`src/core/accm_pkg.sv`:
```
// package: addresses, field layout, reset values and timing of the accessory interrupt registers
package accm_pkg;

  // register addresses inside the immediate range (6-bit ulpi address)
  localparam logic [5:0] ADDR_IEN_WR = 6'h1D;
  localparam logic [5:0] ADDR_IEN_SET = 6'h1E;
  localparam logic [5:0] ADDR_IEN_CLR = 6'h1F;
  localparam logic [5:0] ADDR_STAT = 6'h20;
  localparam logic [5:0] ADDR_LATCH = 6'h21;
  localparam logic [5:0] ADDR_RID_WR = 6'h36;
  localparam logic [5:0] ADDR_RID_SET = 6'h37;
  localparam logic [5:0] ADDR_RID_CLR = 6'h38;
  localparam logic [5:0] ADDR_VEND_LO = 6'h30;
  localparam logic [5:0] ADDR_VEND_HI = 6'h3F;
  // immediate address that announces an extended address byte
  localparam logic [5:0] ADDR_EXT = 6'h2F;

  // ulpi transmit command byte
  localparam int CMD_TYPE_HI = 7;
  localparam int CMD_TYPE_LO = 6;
  localparam logic [1:0] CMD_REGW = 2'h2;
  localparam logic [1:0] CMD_REGR = 2'h3;
  localparam logic [1:0] EXT_RANGE_IMM = 2'h0;

  // register operation codes, offset from the base address of a trio
  localparam logic [1:0] OP_WRITE = 2'h0;
  localparam logic [1:0] OP_SET = 2'h1;
  localparam logic [1:0] OP_CLEAR = 2'h2;

  // accessory_irq_enable fields
  localparam int IEN_OPEN_RISE = 0;
  localparam int IEN_OPEN_FALL = 1;
  localparam int IEN_RES = 5;
  localparam logic [7:0] IEN_MASK = 8'h23;
  localparam logic [7:0] IEN_RST = 8'h00;

  // accessory_irq_status fields
  localparam int STAT_OPEN = 0;
  localparam int STAT_CODE_LO = 3;
  localparam int STAT_DONE = 6;

  // accessory_irq_latch fields
  localparam int LATCH_OPEN = 0;
  localparam int LATCH_RES = 3;

  // vendor resistor measurement register fields
  localparam int RID_CODE_LO = 0;
  localparam int RID_DONE = 3;
  localparam int RID_GO = 4;
  localparam int RID_SPARE = 5;
  localparam int RID_IEN = 6;
  localparam logic [2:0] RID_CODE_RST = 3'h0;

  // receive command byte
  localparam int RXCMD_ALT = 7;

  // measurement time
  localparam int CLK_PERIOD_NS = 20;
  localparam int MEAS_TIME_NS = 282000;
  localparam int MEAS_CYCLES = (MEAS_TIME_NS + CLK_PERIOD_NS - 1) / CLK_PERIOD_NS;
  localparam int MEAS_CNT_W = 15;

  // register access engine, gray along the idle-command-extended-data path
  typedef enum logic [2:0] {
    ST_IDLE = 3'h0,
    ST_CACK = 3'h1,
    ST_EXT = 3'h3,
    ST_WDATA = 3'h2,
    ST_WSTP = 3'h6,
    ST_TURN = 3'h7,
    ST_DRIVE = 3'h5
  } accm_state_e;

endpackage

```
`src/core/accm_sync.sv`:
```
// module: two-flop synchroniser for asynchronous analogue status levels
`timescale 1ns/100ps
module accm_sync
  import accm_pkg::*;
#(
  parameter int WIDTH = 4
) (
  // clock and reset
  input wire logic clock,
  input wire logic rst_n,
  input wire logic clk_en,
  // levels
  input wire logic [WIDTH-1:0] async_in,
  output logic [WIDTH-1:0] sync_out
);

  logic [WIDTH-1:0] meta_r;
  logic [WIDTH-1:0] sync_r;

  // first stage feeds only the second stage
  always_ff @(posedge clock) begin
    if (!rst_n) begin
      meta_r <= '0;
      sync_r <= '0;
    end else if (clk_en) begin
      meta_r <= async_in;
      sync_r <= meta_r;
    end
  end

  assign sync_out = sync_r;

endmodule

```
`src/core/accm_res_meter.sv`:
```
// module: timer that frames one id resistor measurement
`timescale 1ns/100ps
module accm_res_meter
  import accm_pkg::*;
#(
  parameter int MEAS_LEN = MEAS_CYCLES
) (
  // clock and reset
  input wire logic clock,
  input wire logic rst_n,
  input wire logic clk_en,
  // control
  input wire logic start,
  output logic busy,
  output logic done
);

  logic [MEAS_CNT_W-1:0] cnt_r;
  logic busy_r;
  logic done_r;
  wire last_w = (cnt_r == MEAS_CNT_W'(MEAS_LEN - 1));

  // a start while busy is ignored; the running measurement is not restarted
  always_ff @(posedge clock) begin
    if (!rst_n) begin
      cnt_r <= '0;
      busy_r <= 1'b0;
      done_r <= 1'b0;
    end else if (clk_en) begin
      done_r <= busy_r & last_w;
      if (!busy_r) begin
        cnt_r <= '0;
        busy_r <= start;
      end else if (last_w) begin
        busy_r <= 1'b0;
      end else begin
        cnt_r <= cnt_r + 1'b1;
      end
    end
  end

  assign busy = busy_r;
  assign done = done_r;

endmodule

```
`src/core/accm_irq_regs.sv`:
```
// module: accessory interrupt registers with ulpi register access and alt_int reporting
//
// Notes on behaviour
// - enable register reads at 1Dh-1Fh; 1Dh writes, 1Eh sets, 1Fh clears.
// - open-rise enable raises alt_int when the id pin goes floating.
// - open-fall enable raises alt_int when the id pin stops floating.
// - unimplemented detect and d-plus bits always read zero.
// - enable bit 5 raises alt_int when measurement done asserts.
// - effective measurement interrupt enable is enable bit 5 or vendor enable.
// - status register is read-only; bit 0 shows present id floating state.
// - status bits 5:3 carry the measured id resistor code.
// - status bit 6 sets when the 282 us measurement completes.
// - done clears only on a read of the vendor measurement register.
// - latch register is read-only and its event bits clear on read.
// - latch bit 0 records enabled floating rise or fall events.
// - latch bit 3 records done rising while measurement interrupt enabled.
// - immediate registers reachable by immediate or extended address.
// - vendor range 30h-3Fh served by ordinary immediate accesses.
// - setting vendor bit 4 starts a measurement; it self-clears on completion.
`timescale 1ns/100ps
module accm_irq_regs
  import accm_pkg::*;
#(
  parameter int MEAS_LEN = MEAS_CYCLES
) (
  // clock, reset and enable
  input wire logic clock,
  input wire logic rst_n,
  input wire logic clk_en,
  // ulpi link pins, data is a two-way bus split in three
  input wire logic [7:0] ulpi_data_in,
  output logic [7:0] ulpi_data_out,
  output logic ulpi_data_oe,
  output logic ulpi_dir,
  output logic ulpi_nxt,
  input wire logic ulpi_stp,
  // remaining receive command bits from the phy core, same clock
  input wire logic [6:0] rxcmd_low,
  // analogue id circuitry, asynchronous
  input wire logic ident_open_raw,
  input wire logic [2:0] resistor_code_raw,
  // measurement window for the analogue converter
  output logic resistor_measure_active
);

  // register access engine state
  accm_state_e state_r;
  accm_state_e state_nxt;
  logic [7:0] cmd_r;
  logic [7:0] addr_r;
  logic [7:0] wdata_r;
  logic rx_r;
  logic nxt_r;
  logic nxt_nxt;
  logic dir_r;
  logic dir_nxt;
  logic oe_r;
  logic oe_nxt;
  logic [7:0] dout_r;
  logic [7:0] dout_nxt;

  // register contents
  logic [7:0] ien_r;
  logic lat_open_r;
  logic lat_res_r;
  logic [2:0] code_r;
  logic done_r;
  logic go_r;
  logic spare_r;
  logic rid_ien_r;
  logic alt_pend_r;
  logic open_prev_r;

  // synchronised analogue levels and measurement timer handshake
  logic [3:0] ana_s;
  logic meter_busy;
  logic meter_done;

  // decode helpers
  function automatic logic in_trio(input logic [5:0] a, input logic [5:0] base);
    logic hit;
    hit = (a >= base) && (a <= base + 6'h02);
    return hit;
  endfunction

  function automatic logic [7:0] reg_update(input logic [7:0] cur, input logic [1:0] op, input logic [7:0] wd);
    logic [7:0] res;
    res = cur;
    unique case (op)
      OP_WRITE: res = wd;
      OP_SET: res = cur | wd;
      OP_CLEAR: res = cur & ~wd;
      default: res = cur;
    endcase
    return res;
  endfunction

  // the id comparator and converter output are not on this clock
  accm_sync #(
    .WIDTH(4)
  ) u_sync (
    .clock(clock),
    .rst_n(rst_n),
    .clk_en(clk_en),
    .async_in({resistor_code_raw, ident_open_raw}),
    .sync_out(ana_s)
  );

  wire open_s = ana_s[0];
  wire [2:0] code_s = ana_s[3:1];

  // command decode on the link byte while the bus is ours to listen to
  wire [1:0] in_type = ulpi_data_in[CMD_TYPE_HI:CMD_TYPE_LO];
  wire is_cmd = ~dir_r & ((in_type == CMD_REGW) | (in_type == CMD_REGR));
  wire wr_cmd = (cmd_r[CMD_TYPE_HI:CMD_TYPE_LO] == CMD_REGW);
  wire ext_cmd = (cmd_r[5:0] == ADDR_EXT);

  // extended addresses above the immediate range reach nothing here
  wire in_range = (addr_r[7:6] == EXT_RANGE_IMM);
  wire [5:0] a6 = addr_r[5:0];
  wire in_vendor = in_range & (a6 >= ADDR_VEND_LO) & (a6 <= ADDR_VEND_HI);
  wire ien_hit = in_range & in_trio(a6, ADDR_IEN_WR);
  wire rid_hit = in_vendor & in_trio(a6, ADDR_RID_WR);
  wire stat_hit = in_range & (a6 == ADDR_STAT);
  wire latch_hit = in_range & (a6 == ADDR_LATCH);
  wire [5:0] ien_off = a6 - ADDR_IEN_WR;
  wire [5:0] rid_off = a6 - ADDR_RID_WR;

  // read images, unimplemented and reserved bits are constant zero
  wire [7:0] ien_byte = ien_r & IEN_MASK;
  wire [7:0] stat_byte = {1'b0, done_r, code_r, 2'b00, open_s};
  wire [7:0] latch_byte = {4'h0, lat_res_r, 2'b00, lat_open_r};
  wire [7:0] rid_byte = {1'b0, rid_ien_r, spare_r, go_r, done_r, code_r};

  // read selection; the status address has no write path at all
  wire [7:0] rd_byte = ien_hit ? ien_byte :
                       stat_hit ? stat_byte :
                       latch_hit ? latch_byte :
                       rid_hit ? rid_byte : 8'h00;

  // the read side effects happen on the edge the byte is committed
  wire rd_commit = (state_r == ST_TURN) & ~rx_r;
  wire rd_latch = rd_commit & latch_hit;
  wire rd_rid = rd_commit & rid_hit;
  wire rx_sent = (state_r == ST_TURN) & rx_r;

  // writes take effect when the link ends the frame with stop
  wire wr_fire = (state_r == ST_WSTP) & ulpi_stp;
  wire ien_wr = wr_fire & ien_hit;
  wire rid_wr = wr_fire & rid_hit;
  wire [7:0] ien_upd = reg_update(ien_r, ien_off[1:0], wdata_r) & IEN_MASK;
  wire [7:0] rid_upd = reg_update(rid_byte, rid_off[1:0], wdata_r);

  // measurement start on a write or set that raises the go bit
  wire meas_start = rid_wr & rid_upd[RID_GO] & ~go_r;

  accm_res_meter #(
    .MEAS_LEN(MEAS_LEN)
  ) u_meter (
    .clock(clock),
    .rst_n(rst_n),
    .clk_en(clk_en),
    .start(meas_start),
    .busy(meter_busy),
    .done(meter_done)
  );

  // id floating edges, enabled per direction
  wire open_rise = open_s & ~open_prev_r;
  wire open_fall = ~open_s & open_prev_r;
  wire ev_open = (open_rise & ien_r[IEN_OPEN_RISE]) | (open_fall & ien_r[IEN_OPEN_FALL]);
  // the two enables are ored so either register can arm the event
  wire res_ien_eff = ien_r[IEN_RES] | rid_ien_r;
  wire ev_res = meter_done & ~done_r & res_ien_eff;
  wire ev_any = ev_open | ev_res;

  // next values; an event in the clearing cycle wins over the clear
  wire lat_open_nxt = ev_open | (lat_open_r & ~rd_latch);
  wire lat_res_nxt = ev_res | (lat_res_r & ~rd_latch);
  wire done_nxt = meter_done | (done_r & ~rd_rid);
  wire alt_pend_nxt = ev_any | (alt_pend_r & ~rx_sent);
  wire go_nxt = meter_done ? 1'b0 : (rid_wr ? rid_upd[RID_GO] : go_r);
  wire [2:0] code_nxt = meter_done ? code_s : (rid_wr ? rid_upd[RID_CODE_LO +: 3] : code_r);
  wire [7:0] rxcmd_byte = {alt_pend_r, rxcmd_low};

  // access sequencing; a link command goes before a pending receive command
  always_comb begin
    state_nxt = state_r;
    nxt_nxt = 1'b0;
    dir_nxt = dir_r;
    oe_nxt = oe_r;
    dout_nxt = dout_r;
    unique case (state_r)
      ST_IDLE: begin
        if (is_cmd) begin
          nxt_nxt = 1'b1;
          state_nxt = ST_CACK;
        end else if (alt_pend_r) begin
          dir_nxt = 1'b1;
          state_nxt = ST_TURN;
        end
      end
      ST_CACK: begin
        if (ext_cmd) begin
          nxt_nxt = 1'b1;
          state_nxt = ST_EXT;
        end else if (wr_cmd) begin
          nxt_nxt = 1'b1;
          state_nxt = ST_WDATA;
        end else begin
          dir_nxt = 1'b1;
          state_nxt = ST_TURN;
        end
      end
      ST_EXT: begin
        if (wr_cmd) begin
          nxt_nxt = 1'b1;
          state_nxt = ST_WDATA;
        end else begin
          dir_nxt = 1'b1;
          state_nxt = ST_TURN;
        end
      end
      ST_WDATA: begin
        state_nxt = ST_WSTP;
      end
      ST_WSTP: begin
        if (ulpi_stp) begin
          state_nxt = ST_IDLE;
        end
      end
      ST_TURN: begin
        oe_nxt = 1'b1;
        dout_nxt = rx_r ? rxcmd_byte : rd_byte;
        state_nxt = ST_DRIVE;
      end
      ST_DRIVE: begin
        dir_nxt = 1'b0;
        oe_nxt = 1'b0;
        dout_nxt = 8'h00;
        state_nxt = ST_IDLE;
      end
      default: begin
        dir_nxt = 1'b0;
        oe_nxt = 1'b0;
        dout_nxt = 8'h00;
        state_nxt = ST_IDLE;
      end
    endcase
  end

  // link-facing engine registers
  always_ff @(posedge clock) begin
    if (!rst_n) begin
      state_r <= ST_IDLE;
      nxt_r <= 1'b0;
      dir_r <= 1'b0;
      oe_r <= 1'b0;
      dout_r <= 8'h00;
    end else if (clk_en) begin
      state_r <= state_nxt;
      nxt_r <= nxt_nxt;
      dir_r <= dir_nxt;
      oe_r <= oe_nxt;
      dout_r <= dout_nxt;
    end
  end

  // command, address and data capture while nxt accepts each byte
  always_ff @(posedge clock) begin
    if (!rst_n) begin
      cmd_r <= 8'h00;
      addr_r <= 8'h00;
      wdata_r <= 8'h00;
      rx_r <= 1'b0;
    end else if (clk_en) begin
      if (state_r == ST_IDLE) begin
        rx_r <= ~is_cmd;
      end
      if ((state_r == ST_IDLE) && is_cmd) begin
        cmd_r <= ulpi_data_in;
        addr_r <= {2'b00, ulpi_data_in[5:0]};
      end
      if (state_r == ST_EXT) begin
        addr_r <= ulpi_data_in;
      end
      if (state_r == ST_WDATA) begin
        wdata_r <= ulpi_data_in;
      end
    end
  end

  // enable register
  always_ff @(posedge clock) begin
    if (!rst_n) begin
      ien_r <= IEN_RST;
    end else if (clk_en && ien_wr) begin
      ien_r <= ien_upd;
    end
  end

  // vendor measurement fields; done is owned by the meter and the read path
  always_ff @(posedge clock) begin
    if (!rst_n) begin
      code_r <= RID_CODE_RST;
      done_r <= 1'b0;
      go_r <= 1'b0;
      spare_r <= 1'b0;
      rid_ien_r <= 1'b0;
    end else if (clk_en) begin
      code_r <= code_nxt;
      done_r <= done_nxt;
      go_r <= go_nxt;
      if (rid_wr) begin
        spare_r <= rid_upd[RID_SPARE];
        rid_ien_r <= rid_upd[RID_IEN];
      end
    end
  end

  // event latches and pending alternate interrupt
  always_ff @(posedge clock) begin
    if (!rst_n) begin
      lat_open_r <= 1'b0;
      lat_res_r <= 1'b0;
      alt_pend_r <= 1'b0;
      open_prev_r <= 1'b0;
    end else if (clk_en) begin
      lat_open_r <= lat_open_nxt;
      lat_res_r <= lat_res_nxt;
      alt_pend_r <= alt_pend_nxt;
      open_prev_r <= open_s;
    end
  end

  // outputs, all registered
  assign ulpi_data_out = dout_r;
  assign ulpi_data_oe = oe_r;
  assign ulpi_dir = dir_r;
  assign ulpi_nxt = nxt_r;
  assign resistor_measure_active = meter_busy;

endmodule

```
`config.mk`:
```
export PLATFORM = sky130hd
export DESIGN_NAME = accm_irq_regs
export DESIGN_NICKNAME = d
export VERILOG_FILES = /design/src/core/accm_pkg.sv /design/src/core/accm_sync.sv /design/src/core/accm_res_meter.sv /design/src/core/accm_irq_regs.sv
export SDC_FILE = /design/constraint.sdc
export NUM_CORES = 1
export LEC_CHECK = 0
export BUFFER_PORTS_ARGS = -buffer_cell sky130_fd_sc_hd__clkbuf_2
export CORE_MARGIN = 3
export CORE_UTILIZATION = 50
export CTS_CLUSTER_SIZE = 14
export DETAILED_ROUTE_END_ITERATION = 8
export PLACE_DENSITY = 0.77
export REMOVE_ABC_BUFFERS = 1
export SYNTH_ARGS = -nofsm -noshare
export SYNTH_HDL_FRONTEND = slang
export SYNTH_SLANG_ARGS = --single-unit
```
`constraint.sdc`:
```
create_clock -name clock -period 3.35 [get_ports clock]
set_clock_uncertainty 0.05 [all_clocks]
set_input_delay 0.335 -clock clock [delete_from_list [all_inputs] [get_ports clock]]
set_output_delay 0.335 -clock clock [all_outputs]
set_load 0.01 [all_outputs]
```
* Word-level counts from Yosys, hierarchy flattened *
Cells that the tools add are included.

word-level totals
  flip-flop bits (word level) = 77
  bits in latches = 0
  memory bits (writable) = 0
  ROM bits = 0
  memories = 0

cells by class
  add/subtract/negate cells = 3
  multiply operators = 0
  div/mod/pow operators = 0
  magnitude comparators = 6
  equal/unequal tests = 22
  shift operators = 0
  multiplexer cells = 34
  bitwise gates (word level) = 52
  reduce and logical (&&, ||, !) cells = 27

operators with widths
  cell                                                       number
  2-to-1 mux 15 bit                                          2
  2-to-1 mux 7 bit                                           4
  bitwise AND 1 bit                                          27
  2-to-1 mux 8 bit                                           3
  2-to-1 mux 3 bit                                           7
  case mux 7 bit (3 select lines)                            1
  equality test 6 bit (second input constant)                3
  case mux 3 bit (6 select lines)                            1
  case mux 6 bit (3 select lines)                            1
  case mux 8 bit (2 select lines)                            1
  AND reduction 2 bit                                        8
  adder 15 x 1 -> 15 bit (second input constant)             1
  equality test 15 x 14 -> 1 bit (second input constant)     1
  greater-or-equal comparator 6 bit (second input constant)  2
  <= comparator 6 bit (second input constant)                2
  NOT 1 bit                                                  12
  2-to-1 mux 1 bit                                           11
  equality test 2 bit (second input constant)                5
  != test 2 bit (second input constant)                      5
  AND reduction 3 bit                                        3
  OR 1 bit                                                   8
  bitwise AND 7 bit                                          1
  NOT 7 bit                                                  1
  OR 7 bit                                                   1
  other kinds (23)                                           33

* Logic depth before layout (Yosys ltp) *
  depth in word-level cells = 10
  mapped depth = 7
  gate-level depth less buffers = 5

* Modules after synthesis *
From an unflattened synthesis, not the netlist that was laid out.

second synthesis, totals
  cells, all modules = 476
  area, all modules = 4025.1 um2

modules (own cells, without submodules)
  module          instances  cells each  area each (um2)
  accm_irq_regs   1          326         2672.6
  accm_res_meter  1          125         1051.0
  accm_sync       1          25          301.5

* Worst setup path after synthesis *
Ideal clock, no wire load.

  path kind = register to register
  start = reg u_meter.cnt_r[3]
  end = reg u_meter.cnt_r[8]
  data arrival time = 1.690 ns
  required time = 3.231 ns
  slack = 1.541 ns
  stages on the path, launching flop included = 7
  buffers on the path = 2
  path through = dfxtp_1 > or4b_4 > nor4_4 > buf_6 > buf_12 > o31ai_1 > a21oi_2

on the way
  word-level cells in the longest chain between the ends = 3

RTL lines
  item                                                                             line                                        text
  from (decl)                                                                      accm_res_meter.sv:18                        logic [MEAS_CNT_W-1:0] cnt_r;
  from (signal assigned)                                                           accm_res_meter.sv:37                        cnt_r <= cnt_r + 1'b1;
  adder 15 x 1 -> 15 bit / equality test 15 x 14 -> 1 bit (equally long branches)  accm_res_meter.sv:37, accm_res_meter.sv:21
  2-to-1 mux 15 bit / != test 2 bit (equally long branches)                        n/a
  2-to-1 mux 15 bit / AND reduction 2 bit (equally long branches)                  n/a

Parallel ways exist; a longest one is shown, timed or not. The select of a mux whose other input is x is not followed.
A chain may end at the register's enable or synchronous reset.

* Worst setup path in the final report *
  start = reg addr_r[1]
  end = reg code_r[0]

on the way
  word-level cells in the longest chain between the ends = 7

RTL lines
  item                                  line                  text
  from (decl)                           accm_irq_regs.sv:50   logic [7:0] addr_r;
  from (signal assigned)                accm_irq_regs.sv:282  addr_r <= {2'b00, ulpi_data_in[5:0]};
  from (signal assigned)                accm_irq_regs.sv:285  addr_r <= ulpi_data_in;
  greater-or-equal comparator 6 bit     accm_irq_regs.sv:121  wire in_vendor = in_range & (a6 >= ADDR_VEND_LO) & (a6 <= ADDR_VEND_HI);
  bitwise AND 1 bit (2 in series)       accm_irq_regs.sv:121
  bitwise AND 1 bit                     accm_irq_regs.sv:123  wire rid_hit = in_vendor & in_trio(a6, ADDR_RID_WR);
  bitwise AND 1 bit                     accm_irq_regs.sv:150  wire rid_wr = wr_fire & rid_hit;
  nonzero test 2 bit (no source line)   n/a
  AND reduction 3 bit (no source line)  n/a
  to (signal assigned)                  accm_irq_regs.sv:311  code_r <= code_nxt;
  to (decl)                             accm_irq_regs.sv:66   logic [2:0] code_r;

Parallel ways exist; a longest one is shown, timed or not. The select of a mux whose other input is x is not followed.

==> results.md <==
- RSZ-0062 raised after global routing: false
- Cell area after placement: 4070 um2
- Critical Path End Type: register
- Congestion Overflow GR: 0
- Max clock buf depth: 2
- Fin crit share: 66.8%
- Slew margin rel.: 39.5%
- Worst Slack Setup Final: 1110 ps
- Rows: 31
- LEAKAGE: 1.53 nW
- Post-synth EDFFs: 0
- Initial core utilization: 52.6%
- Commonest non-fill, non-tap cell in the layout: dfxtp_1
- Syn Area/Cell: 8.69 um2
- Largest net degree at the start of global routing: 54
- # placed instances: 554
- Via Count: 3587
- First-pass DRT Iterations: 5
- # clock sinks: 76
- Number of CTS-inserted buffers: 9
- Die width: 94.2 um
- Warnings from Yosys: 0
- Layout Nets: 490
- Die Ht: 94.2 um
- Worst Path Required: 3570 ps
- Post-DP HPWL: 6650 um
- Area share of the largest cell type after synthesis: 39.1%
- IO Pins: 35
- Antenna Cells: 0
- Pwr Total: 1.98 mW
- Iteration-0 DRC Markers: 245
- CP cell instances: and3b_1 -> o2111ai_2 -> a221o_1 -> a21oi_1
- Bufs and invs on worst path: 0
- Commonest non-fill, non-tap cells in the layout: 76 x dfxtp_1, 40 x nor2_1, 34 x a21oi_1, 34 x clkbuf_2, 30 x mux2i_1
- Post-CTS Setup Inserts: 0
- Total GRT Usage: 22.6%
- Die area: 8880 um2
- CP arrival: 2460 ps
- Critical path class: reg -> reg
- Async set or reset register ratio after synthesis: 0%
- Clk_lat worst skew: 350 ps
- Vias per cell: 6.29
- TNS Setup: 0 ps
- Final Core Density: 57.5%
- Syn Inst Count: 448
- Slowest CP cell: dfxtp_1
- CP delay by family, top: flip-flops
- GP Congestion: 0.936
- Core ar.: 7410 um2
- Min cycle time layout: 2240 ps
- Initial antenna violation count: 0
- Root Buffer: clkbuf_8
- Power Density: 465 nW/um2
- Synth Register Bits: 76
- Synth area leader: dfxtp_1
- Most used DFF post-synth: dfxtp_1
- PortBufs: 34
- Cell area after layout: 4260 um2
- Vias in the first global route: 3379
- Hold slack: 170 ps
- Post-CTS Resized: 0
- Worst Hold Class: in -> reg
- Dpl ws: 1160 ps
- Worst-path maximum fanout: 27
- Cell area after synthesis: 3890 um2
- DRC violations left: 0
- Critical Path Max Stage Delay: 920 ps
- H-tree Lvls: 3
- Global-route wire length before repair: 16000 um
- Non-filler cells in the finished layout: 570
- Final setup vio count: 0
- Max-slew violation count: 0
- Synth area leaders: dfxtp_1 39%, mux2i_1 7.7%, a21oi_1 4.4%
- WL final: 9540 um
- Cts-stage hold buffer count: 0
- Slew @ Worst Pin: 907 ps
- Clk pin slew, worst setup/hold paths: 80 ps
- Maximum vdd drop: 0.310 mV
- Netlist cell types: 67
- Worst setup SP type: register
- Wirelength per Cell: 16.7 um
- Register area share after synthesis: 39.1%
- Final Hold Vio Count: 0
- Outcome: finished, final reports clean
- Share of post-route cells with drive strength above 1: 15.7%
- CTS tree: built
- Achievable Freq: 447 MHz
- Area Overhead vs Synth: 9.45%
- Detail Route Antenna Nets: 0
- Max_cap viols: 0
synthesized netlist by cell type, drive strengths merged, types with 4 or more instances:
cell type   n
dfxtp      76
a21oi      41
nor2       40
mux2i      30
o21ai      26
nand2      24
clkbuf     20
nand3      17
nand4      14
o31ai      14
or4        14
a31oi      12
buf        10
nor2b       9
and2        8
nor3        8
inv         7
nand2b      6
nor4b       6
a211oi      4
o211ai      4
routing by layer:
layer / GRT usage [%] / part of all wire, % / wire length (um) / vias up
met2: 35.9 / 46 / 4390 / 115
met3: 5.61 / 6.7 / 636 / 13
li1: - / - / - / 1735
met5: 0 / 0 / 0 / -
met4: 8.06 / 1.2 / 111 / 0
met1: 29.8 / 46 / 4410 / 1724
sequential cells by signal, indices dropped and copies added (netlist names), 3 cells and up:
register         cells
addr_r               8
cmd_r                8
code_r               3
ien_r                3
state_r              3
u_meter.cnt_r       15
u_sync.meta_r        4
u_sync.sync_out      4
ulpi_data_out        8
wdata_r              6
area by class of cell:
type                    count  area (um2)
inverters                   7        26.3
clock buffers              12         145
multi-input cells         335        2200
flip-flops and latches     76        1520
fillers                   689        3150
clock inverters             4        48.8
repair buffers             37         193
well taps                  99         124
cell families (layout without fill, tap and decap cells):
kind of cell,after synthesis,count (layout),share of synthesized area (%)
buffers and inverters,37,60,4.34
and+or+nand+nor,174,174,26.1
AOI/OAI and AO/OA,128,128,21.9
xor gates and xnor gates,1,1,0.225
DFF,76,76,39.1
adders and majority gates,1,1,0.321
muxes,31,31,8.00
worst reg2reg max path: cells and delay by family, from the launching register on:
| family | cells | cell delay (ps) |
|---|---|---|
| simple gates | 1 | 360 |
| flops | 1 | 920 |
| compound gates | 3 | 840 |
report_power, final:
part | switching [mW] | internal (mW)
clock network | 0.336 | 0.364
registers | 0.0698 | 0.946
logic | 0.152 | 0.115
final timing paths:
path | startpoint | to | slack [ps] | depth (start not counted)
setup / recovery | addr_r[1] | code_r[0] | 1110 | 4
hold / removal | resistor_code_raw[0] | u_sync.meta_r[1] | 170 | 3
setup reg to reg | addr_r[1] | code_r[0] | 1110 | 4
hold reg to reg | cmd_r[7] | cmd_r[7] | 400 | 2
Power figures use the tool's default switching activity.
